`src/dbg_port_pkg.sv`:
```
package dbg_port_pkg;
  // bus geometry
  localparam int BUS_DATA_W = 32;     // debug bus data width
  localparam int DPATH_W = 32;        // built data path: 8, 16 or 32
  localparam int ADDR_LSB = 2;        // word address starts here
  localparam int REG_IDX_W = 4;       // implemented word index bits
  localparam int REG_DEPTH = 16;      // words in the register store
  // reset values and clamp levels
  localparam logic [31:0] RD_DATA_RESET = 32'h0000_0000;
  localparam logic [31:0] RD_DATA_CLAMP = 32'h0000_0000;
  localparam logic RDY_CLAMP = 1'h1;
  localparam logic ERR_CLAMP = 1'h1;
  localparam logic [31:0] REG_RESET = 32'h0000_0000;
  // transfer sequencer states
  typedef enum logic [1:0] {
    ST_IDLE = 2'b00,  // no transfer, or setup phase
    ST_WAIT = 2'b01,  // first access cycle, stalled
    ST_DONE = 2'b10   // completing cycle, ready high
  } xfer_state_t;
endpackage

```
`src/dbg_bus_completer.sv`:
```
`timescale 1ns/10ps
// How it works
// all transfers timed on bus clock rising edges
// active-low reset idles the bus interface
// word address; unused upper bits ignored
// requester gives each completer its own select
// enable low first cycle, high afterwards
// direction high is write, low is read
// requester drives write data, up to 32 bits
// completer drives read data on reads
// completer stalls by holding ready low
// error shown in second cycle, with completion
// error only when component is unavailable
// off: ready, error high; read data low
// off requester clamps its outputs low
// 32-bit bus, registers take 32-bit accesses
// 8/16/32 data path, no pipelining
// address bit 31 has no special meaning
// other access paths keep bus access complete
// no registers means no port needed
// requester holds controls until ready
// writes and read data only at completion
module dbg_bus_completer
  import dbg_port_pkg::*;
(
  input wire logic CLOCK, // debug bus clock, 10 MHz
  input wire logic RSTN, // async reset, active low
  input wire logic [31:2] DBG_BUS_ADDR, // word address
  input wire logic DBG_BUS_SEL, // this completer selected
  input wire logic DBG_BUS_ACCESS_PHASE, // second and later cycles
  input wire logic DBG_BUS_DIR_WRITE, // high write, low read
  input wire logic [31:0] DBG_BUS_WR_DATA, // write data
  input wire logic DBG_COMP_OFF, // component powered down or disabled
  output logic DBG_BUS_RDY, // transfer may complete
  output logic [31:0] DBG_BUS_RD_DATA, // read data
  output logic DBG_BUS_ERR // unavailable response
);
  logic rst_s1; // reset release stage one
  logic rst_n; // released reset copy
  logic off_s1; // power-off sync stage one
  logic off_s2; // power-off sync stage two
  logic off_s3; // power-off sync stage three
  logic off; // filtered power-off level
  xfer_state_t state; // transfer sequencer
  xfer_state_t next_state; // sequencer next value
  logic setup; // setup phase seen
  logic complete; // completing access cycle
  logic mem_we; // register write strobe
  logic [BUS_DATA_W-1:0] mem_rdata; // store read word
  logic [BUS_DATA_W-1:0] rd_q; // read data flop
  logic [REG_IDX_W-1:0] idx; // implemented word index

  // narrow a word to the built data path, upper bits zero
  function automatic logic [31:0] dpath_mask(input logic [31:0] d);
    logic [31:0] m;
    m = (DPATH_W >= 32) ? 32'hffff_ffff
                        : ((32'h1 << DPATH_W) - 32'h1);
    return d & m;
  endfunction

  // reset release through two flops, assert stays asynchronous
  always_ff @(posedge CLOCK or negedge RSTN) begin
    if (!RSTN) begin
      rst_s1 <= 1'h0;
      rst_n <= 1'h0;
    end else begin
      rst_s1 <= 1'h1;
      rst_n <= rst_s1;
    end
  end

  // power-off pin comes from another domain: three flops
  always_ff @(posedge CLOCK or negedge rst_n) begin
    if (!rst_n) begin
      off_s1 <= 1'h0;
      off_s2 <= 1'h0;
      off_s3 <= 1'h0;
    end else begin
      off_s1 <= DBG_COMP_OFF;
      off_s2 <= off_s1;
      off_s3 <= off_s2;
    end
  end

  // a level change counts once stages two and three agree
  always_ff @(posedge CLOCK or negedge rst_n) begin
    if (!rst_n) begin
      off <= 1'h0;
    end else if (off_s2 == off_s3) begin
      off <= off_s3;
    end
  end

  // upper address bits, bit 31 included, are simply not decoded
  assign idx = DBG_BUS_ADDR[ADDR_LSB+REG_IDX_W-1:ADDR_LSB];
  // setup phase: select without enable; the requester keeps
  // address and direction until ready
  assign setup = DBG_BUS_SEL && !DBG_BUS_ACCESS_PHASE;
  assign complete = (state == ST_DONE) && DBG_BUS_SEL
                    && DBG_BUS_ACCESS_PHASE;
  // writes land only in the completing cycle
  assign mem_we = complete && DBG_BUS_DIR_WRITE && !off;

  // register words; read issued from the setup address
  // the bus port is the only way in, so no debug state hides
  // behind some other access path
  // the store is why this port exists at all
  dbg_reg_store u_store (
    .clk(CLOCK),
    .rst_n(rst_n),
    .we(mem_we),
    .waddr(idx),
    .wdata(dpath_mask(DBG_BUS_WR_DATA)),
    .raddr(idx),
    .rdata(mem_rdata)
  );

  // sequencer: one wait state, then complete; no overlap
  always_comb begin
    next_state = state;
    case (state)
      ST_IDLE: begin
        // start only when the component is there
        if (setup && !off) begin
          next_state = ST_WAIT;
        end
      end
      ST_WAIT: begin
        next_state = ST_DONE;
      end
      ST_DONE: begin
        // one transfer ends before the next setup is taken
        next_state = ST_IDLE;
      end
      default: begin
        next_state = ST_IDLE;
      end
    endcase
    // going off abandons the transfer; clamps finish it
    if (off) begin
      next_state = ST_IDLE;
    end
  end

  // sequencer state, idle from reset
  always_ff @(posedge CLOCK or negedge rst_n) begin
    if (!rst_n) begin
      state <= ST_IDLE;
    end else begin
      state <= next_state;
    end
  end

  // read data captured in the wait cycle, cleared afterwards so
  // the bus only carries data in the completing cycle
  always_ff @(posedge CLOCK or negedge rst_n) begin
    if (!rst_n) begin
      rd_q <= RD_DATA_RESET;
    end else if (state == ST_WAIT && !DBG_BUS_DIR_WRITE && !off) begin
      rd_q <= dpath_mask(mem_rdata);
    end else begin
      rd_q <= RD_DATA_RESET;
    end
  end

  // outputs; clamps override everything while off
  always_comb begin
    if (off) begin
      DBG_BUS_RDY = RDY_CLAMP;
      DBG_BUS_ERR = ERR_CLAMP;
      DBG_BUS_RD_DATA = RD_DATA_CLAMP;
    end else begin
      // ready held low in idle and wait stalls the access
      DBG_BUS_RDY = (state == ST_DONE);
      DBG_BUS_ERR = 1'h0;
      DBG_BUS_RD_DATA = rd_q;
    end
  end
endmodule

```
`src/dbg_reg_store.sv`:
```
`timescale 1ns/10ps
module dbg_reg_store
  import dbg_port_pkg::*;
(
  input wire logic clk, // bus clock
  input wire logic rst_n, // synchronised reset, active low
  input wire logic we, // write strobe
  input wire logic [REG_IDX_W-1:0] waddr, // write word index
  input wire logic [BUS_DATA_W-1:0] wdata, // write data
  input wire logic [REG_IDX_W-1:0] raddr, // read word index
  output logic [BUS_DATA_W-1:0] rdata // registered read data
);
  logic [BUS_DATA_W-1:0] mem [REG_DEPTH]; // register words

  // storage, cleared at reset so reads never return unknowns
  always_ff @(posedge clk or negedge rst_n) begin
    if (!rst_n) begin
      for (int i = 0; i < REG_DEPTH; i++) begin
        mem[i] <= REG_RESET;
      end
    end else if (we) begin
      mem[waddr] <= wdata;
    end
  end

  // read port, one cycle latency
  always_ff @(posedge clk or negedge rst_n) begin
    if (!rst_n) begin
      rdata <= REG_RESET;
    end else begin
      rdata <= mem[raddr];
    end
  end
endmodule

```
`config.mk`:
```
export PLATFORM = sky130hd
export DESIGN_NAME = dbg_bus_completer
export DESIGN_NICKNAME = d
export VERILOG_FILES = /design/src/dbg_port_pkg.sv /design/src/dbg_bus_completer.sv /design/src/dbg_reg_store.sv
export SDC_FILE = /design/constraint.sdc
export NUM_CORES = 1
export LEC_CHECK = 0
export ABC_CLOCK_PERIOD_IN_PS = 51200
export BUFFER_PORTS_ARGS = -buffer_cell sky130_fd_sc_hd__buf_4
export CORE_AREA = 8 8 278 334
export DETAILED_ROUTE_END_ITERATION = 10
export DIE_AREA = 0 0 286 342
export GPL_ROUTABILITY_DRIVEN = 1
export PLACE_DENSITY = 0.46
export SLEW_MARGIN = 10
export SYNTH_ARGS = -nofsm -noshare
export SYNTH_HDL_FRONTEND = slang
export SYNTH_HIERARCHICAL = 1
export SYNTH_SLANG_ARGS = --single-unit
```
`constraint.sdc`:
```
create_clock -name CLOCK -period 51.2 [get_ports CLOCK]
set_input_delay 10.24 -clock CLOCK [delete_from_list [all_inputs] [get_ports CLOCK]]
set_output_delay 10.24 -clock CLOCK [all_outputs]
set_load 0.02 [all_outputs]
```
* Yosys cells after proc, flatten, opt, wreduce, memory -nomap -nowiden
Index checks and enable logic that the tools add are counted.
** Cells by class
- $lt $le $gt $ge :: 2
- Eq/ne operators :: 4
- Muxes and demuxes :: 13
- Bitwise logic cells :: 1
- Reductions and logical operators :: 13
** Operators with widths (count)
- bitwise mux 512 bit :: 1
- 2-to-1 mux 32 bit :: 5
- binary-select mux 32 bit (select 4 bit) :: 1
- demux 32 bit (select 4 bit) :: 1
- logical AND 1 bit :: 9
- greater-or-equal comparator 5 bit, second input constant :: 1
- less-than comparator 5 x 1 -> 1 bit, second input constant :: 1
- inverter 4 -> 5 bit :: 1
- 2-to-1 mux 2 bit :: 2
- case mux 2 bit (2 select lines) :: 1
- logical NOT 1 bit :: 3
- inequality test 3 bit, second input constant :: 1
- == test 2 x 1 -> 1 bit, second input constant :: 1
- == test 2 bit, second input constant :: 1
- logical NOT 2 bit :: 1
- 2-to-1 mux 1 bit :: 2
- == test 1 bit :: 1
** Storage, ports and cells
- Flip-flop bits (word level) :: 584
- Input port bits :: 68

* Depth between registers and ports, before layout
Gate-level depths: netlist of the first run.
- Word-level depth :: 6
- Depth in mapped cells :: 8
- Mapped depth without buffers :: 5

* Hierarchy
Netlist of the first run, hierarchy kept.
** By module, submodules not included
- dbg_reg_store :: instances 1, cells each 1436, area each 23575.1 µm², sequential area each 13613.1 µm²
- dbg_bus_completer :: instances 1, cells each 121, area each 1547.7 µm², sequential area each 1001.0 µm²

* Least setup slack after synthesis of the first run
Ideal clock, no wire load.
- Path kind :: in2reg
- Start :: input DBG_BUS_SEL
- End :: register u_store/mem[486] (netlist name)
- Arrival time :: 11861 ps
- Required time :: 51072 ps
- Setup slack :: 39212 ps
- Cell stages on the path :: 7
- Path buffers :: 2
- Cell sequence :: nand2b_1 -> nor3_1 -> nand2b_1 -> or4_1 -> clkbuf_1 -> buf_2 -> mux2_1
** On the way
- Longest elaborated chain between the ends :: 4
** Ends and longest elaborated chain
- from (decl) :: line dbg_bus_completer.sv:29 : input wire logic DBG_BUS_SEL,
- logical AND 1 bit :: line dbg_bus_completer.sv:99 : assign complete = (state == ST_DONE) && DBG_BUS_SEL
- logical AND 1 bit :: line dbg_bus_completer.sv:100 : && DBG_BUS_ACCESS_PHASE;
- logical AND 1 bit (2 in a row) :: line dbg_bus_completer.sv:102 : assign mem_we = complete && DBG_BUS_DIR_WRITE && !off;
- via mem_we :: line dbg_bus_completer.sv:48 : logic mem_we;
- to (signal, indexed assignment) :: line dbg_reg_store.sv:22 : mem[waddr] <= wdata;
- to (decl) :: line dbg_reg_store.sv:13 : logic [BUS_DATA_W-1:0] mem [REG_DEPTH];
The timed path passes the listed nets, and every way through them passes these cells.
A chain may end at the register's enable or synchronous reset.

* Worst setup path in the final report of the first run
- Start :: input DBG_BUS_SEL
- End :: register u_store/mem[255] (netlist name)
The elaborated chain is that of the path after synthesis.

==> results of run 1 <==
-- flip-flops by register name, indices dropped and copies added, names as in the netlist --
| register | count |
|---|---|
| off | 1 |
| off_s1 | 1 |
| off_s2 | 1 |
| off_s3 | 1 |
| rd_q | 32 |
| rst_n | 1 |
| rst_s1 | 1 |
| state | 2 |
| u_store/mem | 512 |
| u_store/rdata | 32 |
-- worst register-to-register path: stages (launching register included) --
cell	delay [ns]
sky130_fd_sc_hd__dfrtp_2	0.59
sky130_fd_sc_hd__nand2b_1	0.28
sky130_fd_sc_hd__nor3_1	0.82
sky130_fd_sc_hd__nand2_1	0.38
sky130_fd_sc_hd__nor4_4	0.93
sky130_fd_sc_hd__buf_4	0.52
sky130_fd_sc_hd__mux2_2	0.41
-- layout by cell type, fill, tap and decap left out, types with 3 or more instances in the layout --
cell	Yosys	final
sky130_fd_sc_hd__nor2b_1	30	28
sky130_fd_sc_hd__clkinv_2	0	6
sky130_fd_sc_hd__nand2_1	34	34
sky130_fd_sc_hd__nor2_4	0	7
sky130_fd_sc_hd__mux2_2	506	506
sky130_fd_sc_hd__clkbuf_1	63	21
sky130_fd_sc_hd__mux2_1	6	6
sky130_fd_sc_hd__mux4_2	128	128
sky130_fd_sc_hd__clkbuf_8	0	18
sky130_fd_sc_hd__and2b_1	4	4
sky130_fd_sc_hd__nand2b_1	4	4
sky130_fd_sc_hd__nor3_2	0	6
sky130_fd_sc_hd__dfrtp_1	584	582
sky130_fd_sc_hd__nand3_1	3	3
sky130_fd_sc_hd__clkbuf_16	0	63
sky130_fd_sc_hd__and2_1	8	7
sky130_fd_sc_hd__buf_4	1	109
sky130_fd_sc_hd__and2_2	25	26
sky130_fd_sc_hd__a22oi_1	64	64
-- how the worst max path moves through the flow --
stage / end / slack [ns] / cells after the start / startpoint
floorplan: off / 33.72 / 0 / rst_n
global placement: u_store/mem[293] / 37.72 / 6 / DBG_BUS_ADDR[3]
detailed placement: u_store/mem[289] / 37.67 / 6 / DBG_BUS_ADDR[3]
CTS: u_store/mem[255] / 38.33 / 7 / DBG_BUS_SEL
global route: u_store/mem[255] / 38.20 / 7 / DBG_BUS_SEL
finish: u_store/mem[255] / 38.26 / 7 / DBG_BUS_SEL
-- per-layer routing --
| metal | part of all wire [%] | up-vias | GRT usage, % |
|---|---|---|---|
| li1 | - | 5805 | - |
| met1 | 44 | 7421 | 18.0 |
| met2 | 51 | 200 | 23.3 |
| met3 | 3.4 | 75 | 2.16 |
| met4 | 1.7 | 2 | 2.76 |
| met5 | 0.020 | - | 0 |
-- kinds of logic (layout without fill, tap and decap cells) --
family / count (synthesis) / after routing / share of synthesized area (%)
and+or+nand+nor: 131 / 131 / 3.05
DFF: 584 / 584 / 58.2
adders and majority gates: 1 / 1 / 0.0398
AOI/OAI and AO/OA: 65 / 65 / 1.94
buffers and inverters: 135 / 225 / 2.36
muxes: 640 / 640 / 34.4
other: 1 / 1 / 0.0149
-- final cells by class --
| class | count | area (sq um) |
|---|---|---|
| clock buffers | 102 | 1900 |
| clock inverters | 9 | 56.3 |
| fillers | 8599 | 58300 |
| inverters | 1 | 3.75 |
| multi-input cells | 838 | 10000 |
| flip-flops and latches | 584 | 14600 |
| well taps | 1149 | 1440 |
| repair buffers | 113 | 885 |
-- where the power goes --
group          total, mW  internal, mW  switching [mW]
Sequential         0.470         0.466         0.00356
Clock              0.433         0.251           0.182
Combinational     0.0401        0.0129          0.0272
Total              0.943         0.730           0.213
==> out/results.ini, run 1 <==
[min_path]
hold_path_class=reg -> async

[sta]
totalNegativeSetupSlack_ns=0
report.final.slew_viol_count=0
report.final.hold_viol_count=0
worst_slew_margin_relative_to_its_limit_pct=23.2
pin_slew_with_the_least_headroom_to_its_limit_ns=1.15
setup_slack_ns=38.26
fin_skew_ns=0.0191
fin_crit_period_ns=12.94
timing.fmax_ghz=0.0773
setup_viol=0
rsz_0062_raised_after_global_routing=no
fin_crit_sh_pct=25.3
whs_ns=0.340

[worst_setup_path]
critical_path_buf_inv_count=2
timing.critical_path.max_delay_family=simple AND/OR/NAND/NOR gates
cp-end-kind=flip-flop
master_of_the_slowest_instance_on_the_critical_path=sky130_fd_sc_hd__nor4_4
crit_type=in -> reg
cp_arrival_ns=13.43
worst_r2r_endpoint=u_store/mem[255]
crit_required_ns=51.69
timing.critical_path.cells=buf_4 -> nand2b_1 -> nor3_1 -> nand2_1 -> nor4_4 -> buf_4 -> mux2_2
critical_path.reg2reg.startpoint=off
setup.worst_path.start_class=primary input
cell_type_with_the_highest_occurrence_count_on_the_critical_path=sky130_fd_sc_hd__buf_4
cpPeakStageDelay_ns=0.93
ff2ff_path_depth=6
timing.reg2reg.setup_slack_ns=47.16
cp_max_fo=17

[cts]
cts-htree-levels=2
clk_latency_ns=0.62
ctsRootBufferMaster=sky130_fd_sc_hd__clkbuf_16
cts.sinks=584
cts_tree=built
worst_setup_hold_path_clk_slew_ns=0.06
cts_setup_buffers=0
post_cts_resized=0
numCtsBuffers=61
cts_buffer_depth=3
cts.hold.buffers_added=0

[status]
run_status=complete, no violations

[finish]
final_core_utilization_pct=33.2
area_delta_synth_final_pct=15.2
antenna_diode_count=0
final_net_count=1667
post-route-cell-area_sq_mm=0.0289
fraction_of_final_layout_cells_sized_beyond_drive_strength_1_pct=53.7
final_cell_count_no_fill=2796

[global_route]
grt_pass1_wl_mm=102
globalRoute.totalOverflow=0
grt_start_max_net_pins=189
antenna_found_initial=4
vias_in_the_first_global_route=15200
grt_usage_pct=13.6

[synth]
ys.flop_type=sky130_fd_sc_hd__dfrtp_1
synth_commonest_cells=sky130_fd_sc_hd__dfrtp_1, sky130_fd_sc_hd__mux2_2, sky130_fd_sc_hd__mux4_2, sky130_fd_sc_hd__a22oi_1, sky130_fd_sc_hd__clkbuf_1
netlist_top_cells_area=sky130_fd_sc_hd__dfrtp_1, sky130_fd_sc_hd__mux2_2, sky130_fd_sc_hd__mux4_2
syn_area_per_cell_sq_um=16.1
synth_enable_flop_cells=0
synthDominantCellAreaShare_pct=58.2
syn-instance-count=1557
ys_async_sr_fraction_pct=100
syn_area_sq_mm=0.0251
synth.yosys.warnings=6
post-synth-top-count-cell=sky130_fd_sc_hd__dfrtp_1
ys_seq_elements=584
synth.lib_cells_used.distinct=29
synthDominantAreaCellType=sky130_fd_sc_hd__dfrtp_1
syn-num-nets=1625
synth.yosys.seq_area_share_pct=58.2

[place]
post-place-ws_ns=37.67
portBuffers=75
dp_hpwl_mm=36.5
place.detailed.instances=2685
gp_congestion=0.674
dpl_cell_area_sq_mm=0.0270

[detailed_routing]
detail_route.wl_per_cell_um=23.4
vias=13500
vias_per_cell=4.83
drt_wl_total_mm=65.5
detail-route-antenna-nets=0
dr.pass1.iters=4
drtIter0Drc=618
drc=0

[floorplan]
die_h_um=342
ioPinCount=102
fp-row-count=119
floorplan.initialDensity_pct=28.8
die-area_sq_mm=0.0978
fp.coreArea_sq_mm=0.0873
floorplan.die.width_um=286

[run]
drv.max_cap_violation_count=0

[pwr]
total_power_uw=943
worst_case_vdd_ir_drop_v=0.0000241
power_per_cell_area_mw_per_mm2=32.6
static-leakage-power_nw=13.9

Power figures use the tool's default switching activity.
==> inputs of run 2 (changes only) <==
Settings changed: ABC_AREA set to 1, ABC_CLOCK_PERIOD_IN_PS 51200 to 12150, CORE_AREA 8 8 278 334 to 8 8 288 346, DIE_AREA 0 0 286 342 to 0 0 296 354.
Clock period 51.2 ns to 12.15 ns, I/O delays scaled along.
==> out/results.ini, run 2 <==
[pwr]
static-leakage-power_nw=14.5  ; +4.4%
clockPowerShare_pct=46.9  ; +1.0 points
netSwitchingFraction_pct=24.8  ; +2.2 points
internal-power_mw=3.26  ; +350%
seq_power_share_pct=46.4  ; -3.4 points
power_per_cell_area_mw_per_mm2=141  ; +330%
worst_case_vdd_ir_drop_v=0.0000868  ; +260%
share_comb_of_total_power_pct=6.7  ; +2.5 points
power.net_switching_mw=1.08  ; +400%
total_power_mw=4.34  ; +360%

[synth]
ys_seq_elements=584  ; unchanged
post-synth-top-count-cell=sky130_fd_sc_hd__nand2_1
syn_area_sq_mm=0.0270  ; +7.6%
synth_enable_flop_cells=0  ; unchanged
ys.flop_type=sky130_fd_sc_hd__dfrtp_1
synth.yosys.warnings=6  ; unchanged
synthDominantAreaCellType=sky130_fd_sc_hd__dfrtp_1
ys_async_sr_fraction_pct=100  ; unchanged
synth.lib_cells_used.distinct=26  ; -10%
netlist_top_cells_area=sky130_fd_sc_hd__dfrtp_1, sky130_fd_sc_hd__nand2_1, sky130_fd_sc_hd__o21ai_0
syn-instance-count=3471  ; +120%
syn-num-nets=3539  ; +120%
synthDominantCellAreaShare_pct=54.1  ; -4.1 points
synth.yosys.seq_area_share_pct=54.1  ; -4.1 points
synth_commonest_cells=sky130_fd_sc_hd__nand2_1, sky130_fd_sc_hd__dfrtp_1, sky130_fd_sc_hd__inv_1, sky130_fd_sc_hd__o21ai_0, sky130_fd_sc_hd__nand3_1
syn_area_per_cell_sq_um=7.79  ; -52%

[worst_setup_path]
ff2ff_path_depth=8  ; +2
crit_end=u_store/mem[168]
setup.worst_path.start_class=primary input
cp_arrival_ns=5.91  ; -7.52 ns
cp-end-kind=flip-flop
crit_required_ns=12.61  ; -39.08 ns
worst_r2r_endpoint=u_store/mem[79]
critical_path.reg2reg.startpoint=off
critical_path.startpoint=DBG_BUS_ADDR[3]
crit_type=in -> reg
cp_max_fo=78  ; +61
timing.reg2reg.setup_slack_ns=8.88  ; -38.28 ns

[floorplan]
die_h_um=354  ; +3.5%
floorplan.initialDensity_pct=28.7  ; -0.14 points
fp-row-count=124  ; +4.2%
fp.coreArea_sq_mm=0.0943  ; +8.1%
floorplan.die.width_um=296  ; +3.5%
ioPinCount=102  ; unchanged
die-area_sq_mm=0.105  ; +7.1%

[detailed_routing]
dr.pass1.iters=5  ; +1
drtIter0Drc=1589  ; +160%
detail_route.wl_per_cell_um=17.2  ; -26%
drt_wl_total_mm=81.8  ; +25%
vias=21500  ; +60%
drc=0  ; unchanged
vias_per_cell=4.54  ; -6.0%
detail-route-antenna-nets=0  ; unchanged

[place]
dp_hpwl_mm=42.6  ; +17%
dpl_cell_area_sq_mm=0.0285  ; +5.6%
gp_congestion=0.714  ; +5.9%
portBuffers=75  ; unchanged

[cts]
cts.hold.buffers_added=0  ; unchanged
ctsRootBufferMaster=sky130_fd_sc_hd__clkbuf_16
cts_setup_buffers=0  ; unchanged
cts.sinks=584  ; unchanged
cts_tree=built
cts_buffer_depth=3  ; unchanged
cts-htree-levels=3  ; +1
worst_setup_hold_path_clk_slew_ns=0.05  ; about the same
numCtsBuffers=68  ; +11%
post_cts_resized=0  ; unchanged
clk_latency_ns=0.62  ; about the same

[min_path]
hold_path_class=reg -> reg

[finish]
registers.top_by_ff_count=u_store/mem
final_net_count=3508  ; +110%
layout.cells.most_common=sky130_fd_sc_hd__nand2_1
final_core_utilization_pct=32.6  ; -0.60 points
area_delta_synth_final_pct=13.6
post-route-cell-area_sq_mm=0.0307  ; +6.2%
number_of_flip_flops_under_the_largest_register_name=512  ; unchanged
most_used_cells_in_the_layout_excluding_fill_and_tap_cells=sky130_fd_sc_hd__nand2_1, sky130_fd_sc_hd__dfrtp_1, sky130_fd_sc_hd__inv_1
largestRegisters=u_store/mem x512, rd_q x32, u_store/rdata x32
fraction_of_final_layout_cells_sized_beyond_drive_strength_1_pct=7.54  ; -46 points

[sta]
fin_skew_ns=0.0243  ; +0.00519 ns
worst_slew_margin_relative_to_its_limit_pct=27.9  ; +4.7 points
report.final.hold_viol_count=0  ; unchanged
timing.fmax_ghz=0.183
rsz_0062_raised_after_global_routing=no
report.final.slew_viol_count=0  ; unchanged
setup_viol=0  ; unchanged
fin_crit_sh_pct=44.9
pin_slew_with_the_least_headroom_to_its_limit_ns=1.08  ; -0.0729 ns
totalNegativeSetupSlack_ns=0  ; unchanged
fin_crit_period_ns=5.45

[global_route]
vias_in_the_first_global_route=21000  ; +38%
globalRoute.totalOverflow=0  ; unchanged
grt_usage_pct=15.8  ; +2.2 points
grt_pass1_wl_mm=129  ; +27%
grt_start_max_net_pins=190  ; +0.53%
antenna_found_initial=2  ; -2

[status]
run_status=complete, no violations

[run]
drv.max_cap_violation_count=0  ; unchanged

[run 2: cell type report]
type                    instances  area [sq um]
repair buffers                108           860
flip-flops and latches        584         14600
fillers                     10200         63600
inverters                     548          2070
well taps                    1260          1580
clock buffers                  96          2010
clock inverters                21           206
multi-input cells            2130          9380
diodes                          1          2.50
[run 2: worst min path at each step]
stage | start | depth (start not counted) | end | slack [ns]
6_report | rst_s1 | 0 | rst_n | 0.35
4_1_cts | rst_s1 | 0 | rst_n | 0.35
2_1_floorplan | rst_s1 | 0 | rst_n | 0.33
3_5_place_dp | rst_s1 | 0 | rst_n | 0.34
5_1_grt | off_s1 | 0 | off_s2 | 0.35
3_3_place_gp | rst_s1 | 0 | rst_n | 0.34
[run 2: power by group through the flow]
| stage | combinational [mW] | sequential [mW] | clock, mW |
|---|---|---|---|
| CTS | 0.299 | 2.01 | 2.10 |
| global route | 0.332 | 2.02 | 2.18 |
| floorplan | 0.167 | 2.06 | 0 |
| finish | 0.290 | 2.01 | 2.03 |
| global placement | 0.298 | 2.05 | 0 |
| detailed placement | 0.298 | 2.05 | 0 |
[run 2: worst max-delay path, stage by stage]
cell	delay (ns)
sky130_fd_sc_hd__buf_6	0.61
sky130_fd_sc_hd__buf_4	0.83
sky130_fd_sc_hd__inv_1	0.12
sky130_fd_sc_hd__nor2_2	0.16
sky130_fd_sc_hd__nand2_2	0.14
sky130_fd_sc_hd__nor2_4	0.76
sky130_fd_sc_hd__buf_4	0.59
sky130_fd_sc_hd__o21ai_0	0.16
[run 2: logic make-up (layout without fill, tap and decap cells)]
group | after synthesis | after routing | synth area share [%]
other | 1 | 2 | 0.0139
buffers and inverters | 757 | 773 | 11.3
DFF | 584 | 584 | 54.1
and+or+nand+nor | 1567 | 1567 | 24.2
AOI/OAI and AO/OA | 562 | 562 | 10.4
[run 2: per-layer routing]
layer	vias up	routed length, um	track usage (%)
li1	10700	-	-
met1	10400	38500	21.6
met2	378	38300	26.0
met3	104	3300	2.08
met4	0	1720	4.19
met5	-	0	0
[run 2: through the flow]
stage / worst slack, ns / hold slack [ns] / std cells
after floorplan: 2.65 / 0.331 / 3471
after global placement: 6.08 / 0.336 / 4630
after detailed placement: 5.99 / 0.338 / 4630
after CTS: 6.65 / 0.351 / 4747
after global routing: 6.48 / 0.353 / 4747
final: 6.70 / 0.347 / 4748
==> inputs of run 3 (changes only) <==
Settings changed: ABC_CLOCK_PERIOD_IN_PS 12150 to 4600, PLACE_DENSITY 0.46 to 0.48.
Clock period 12.15 ns to 4.6 ns, I/O delays scaled along.
==> out/results.ini, run 3 (synthesis gave the netlist of run 2 again) <==
[status]
run_status=complete, no violations

[finish]
largestRegisters=u_store/mem x512, rd_q x32, u_store/rdata x32
most_used_cells_in_the_layout_excluding_fill_and_tap_cells=sky130_fd_sc_hd__nand2_1, sky130_fd_sc_hd__dfrtp_1, sky130_fd_sc_hd__inv_1
final.fill_count=10300  ; +0.30%
final_core_utilization_pct=32.8  ; +0.23 points
final_cell_count_no_fill=4760  ; +0.25%
area_delta_synth_final_pct=14.4
registers.top_by_ff_count=u_store/mem
regArea_sq_mm=0.0146  ; unchanged
fraction_of_final_layout_cells_sized_beyond_drive_strength_1_pct=7.60  ; +0.060 points
final_net_count=3524  ; +0.46%
layout.cells.most_common=sky130_fd_sc_hd__nand2_1
post-route-cell-area_sq_mm=0.0309  ; +0.69%
number_of_flip_flops_under_the_largest_register_name=512  ; unchanged
multi_input_comb_area_sq_mm=0.00938  ; unchanged

[worst_setup_path]
crit_required_ns=5.11  ; -7.50 ns
crit_end=u_store/mem[22]
timing.reg2reg.setup_slack_ns=1.24  ; -7.64 ns
cp_arrival_ns=3.87  ; -2.04 ns
setup.worst_path.start_class=flip-flop
worst_r2r_endpoint=u_store/mem[22]
cp-end-kind=flip-flop
crit_type=reg -> reg
critical_path.reg2reg.startpoint=off
ff2ff_path_depth=8  ; unchanged
cp_max_fo=48  ; -38%
critical_path.startpoint=off

[cts]
post_cts_resized=0  ; unchanged
ctsRootBufferMaster=sky130_fd_sc_hd__clkbuf_16
cts.sinks=584  ; unchanged
cts_tree=built
worst_setup_hold_path_clk_slew_ns=0.06  ; about the same
cts_buffer_depth=3  ; unchanged
cts_setup_buffers=0  ; unchanged
numCtsBuffers=67  ; -1.5%
cts-htree-levels=3  ; unchanged
cts.hold.buffers_added=0  ; unchanged
clk_latency_ns=0.61  ; about the same

[sta]
setup_viol=0  ; unchanged
worst_slew_margin_relative_to_its_limit_pct=30.3  ; +2.4 points
fin_crit_sh_pct=73.1
fin_skew_ns=0.0159  ; -0.00844 ns
pin_slew_with_the_least_headroom_to_its_limit_ns=1.04  ; -0.0357 ns
setup_slack_ns=1.24  ; -5.46 ns
rsz_0062_raised_after_global_routing=no
totalNegativeSetupSlack_ns=0  ; unchanged
report.final.hold_viol_count=0  ; unchanged
timing.fmax_ghz=0.297
whs_ns=0.0884  ; -0.259 ns
fin_crit_period_ns=3.36
report.final.slew_viol_count=0  ; unchanged

[floorplan]
fp.coreArea_sq_mm=0.0943  ; unchanged
die_h_um=354  ; unchanged
ioPinCount=102  ; unchanged
floorplan.die.width_um=296  ; unchanged
floorplan.initialDensity_pct=28.7  ; unchanged
die-area_sq_mm=0.105  ; unchanged
fp-row-count=124  ; unchanged

[detailed_routing]
drc=0  ; unchanged
detail-route-antenna-nets=0  ; unchanged
dr.pass1.iters=5  ; unchanged
drt_wl_total_mm=80.1  ; -2.0%
drtIter0Drc=1524  ; -4.1%
detail_route.wl_per_cell_um=16.8  ; -2.2%
vias=21500  ; -0.28%
vias_per_cell=4.51  ; -0.53%

[place]
dp_hpwl_mm=44.0  ; +3.4%
gp_congestion=0.713  ; -0.22%
dpl_cell_area_sq_mm=0.0288  ; +1.1%
portBuffers=75  ; unchanged
place.detailed.instances=4647  ; +0.37%
post-place-ws_ns=1.14  ; -4.85 ns

[pwr]
static-leakage-power_nw=14.6  ; +0.62%
worst_case_vdd_ir_drop_v=0.000206  ; +140%
power_per_cell_area_mw_per_mm2=367  ; +160%
total_power_mw=11.4  ; +160%

[global_route]
grt_usage_pct=15.4  ; -0.40 points
vias_in_the_first_global_route=21000  ; +0.18%
globalRoute.totalOverflow=0  ; unchanged
grt_pass1_wl_mm=126  ; -2.1%
antenna_found_initial=3  ; +1
grt_start_max_net_pins=210  ; +11%

[run]
drv.max_cap_violation_count=0  ; unchanged

[min_path]
hold_path_class=in -> async

run 3: cell count changes in the layout (fill, tap and decap cells not counted):
cell / change
sky130_fd_sc_hd__inv_6: +1
sky130_fd_sc_hd__inv_2: -1
sky130_fd_sc_hd__clkinvlp_4: -2
sky130_fd_sc_hd__clkinv_8: -1
sky130_fd_sc_hd__clkbuf_8: -9
sky130_fd_sc_hd__inv_8: -1
sky130_fd_sc_hd__buf_12: +15
sky130_fd_sc_hd__clkbuf_1: +8
sky130_fd_sc_hd__buf_4: +2
sky130_fd_sc_hd__clkinv_2: -2
sky130_fd_sc_hd__clkbuf_16: -1
sky130_fd_sc_hd__clkinv_1: +1
sky130_fd_sc_hd__bufinv_16: +2
run 3: worst min path at each step:
stage / endpoint / slack, ns / startpoint
CTS: rst_n / 0.03 / RSTN
global route: rst_n / 0.05 / RSTN
floorplan: off_s2 / 0.33 / off_s1
global placement: rst_n / 0.33 / rst_s1
detailed placement: rst_n / 0.34 / rst_s1
finish: rst_n / 0.09 / RSTN
run 3: power breakdown:
group | leakage [nW] | switching [mW] | internal, mW
Combinational | 6.45 | 0.569 | 0.211
Sequential | 7.09 | 0.0631 | 5.25
Clock | 1.04 | 2.17 | 3.09
run 3: final cells by class:
class                           instances  share of cell area (%)
Timing Repair Buffer                  125                    3.80
Tap cell                             1260                    5.10
Inverter                              548                    6.68
Antenna cell                            1                 0.00809
Clock inverter                         18                   0.720
Multi-Input combinational cell       2130                    30.3
Sequential cell                       584                    47.3
Clock buffer                           94                    6.11
run 3: routing by layer:
layer / part of all wire [%] / GRT usage, %
met2: 47 / 25.8
met1: 47 / 20.6
met3: 3.9 / 2.18
met4: 2.1 / 4.08
met5: 0.016 / 0
run 3: critical path, cell delays in order (launching register included):
cell,delay (ns)
sky130_fd_sc_hd__dfrtp_2,0.71
sky130_fd_sc_hd__inv_1,0.21
sky130_fd_sc_hd__nand2_1,0.09
sky130_fd_sc_hd__nor2_1,0.59
sky130_fd_sc_hd__buf_4,0.32
sky130_fd_sc_hd__and3_1,0.26
sky130_fd_sc_hd__nand2_2,0.30
sky130_fd_sc_hd__buf_4,0.46
sky130_fd_sc_hd__o21ai_0,0.29
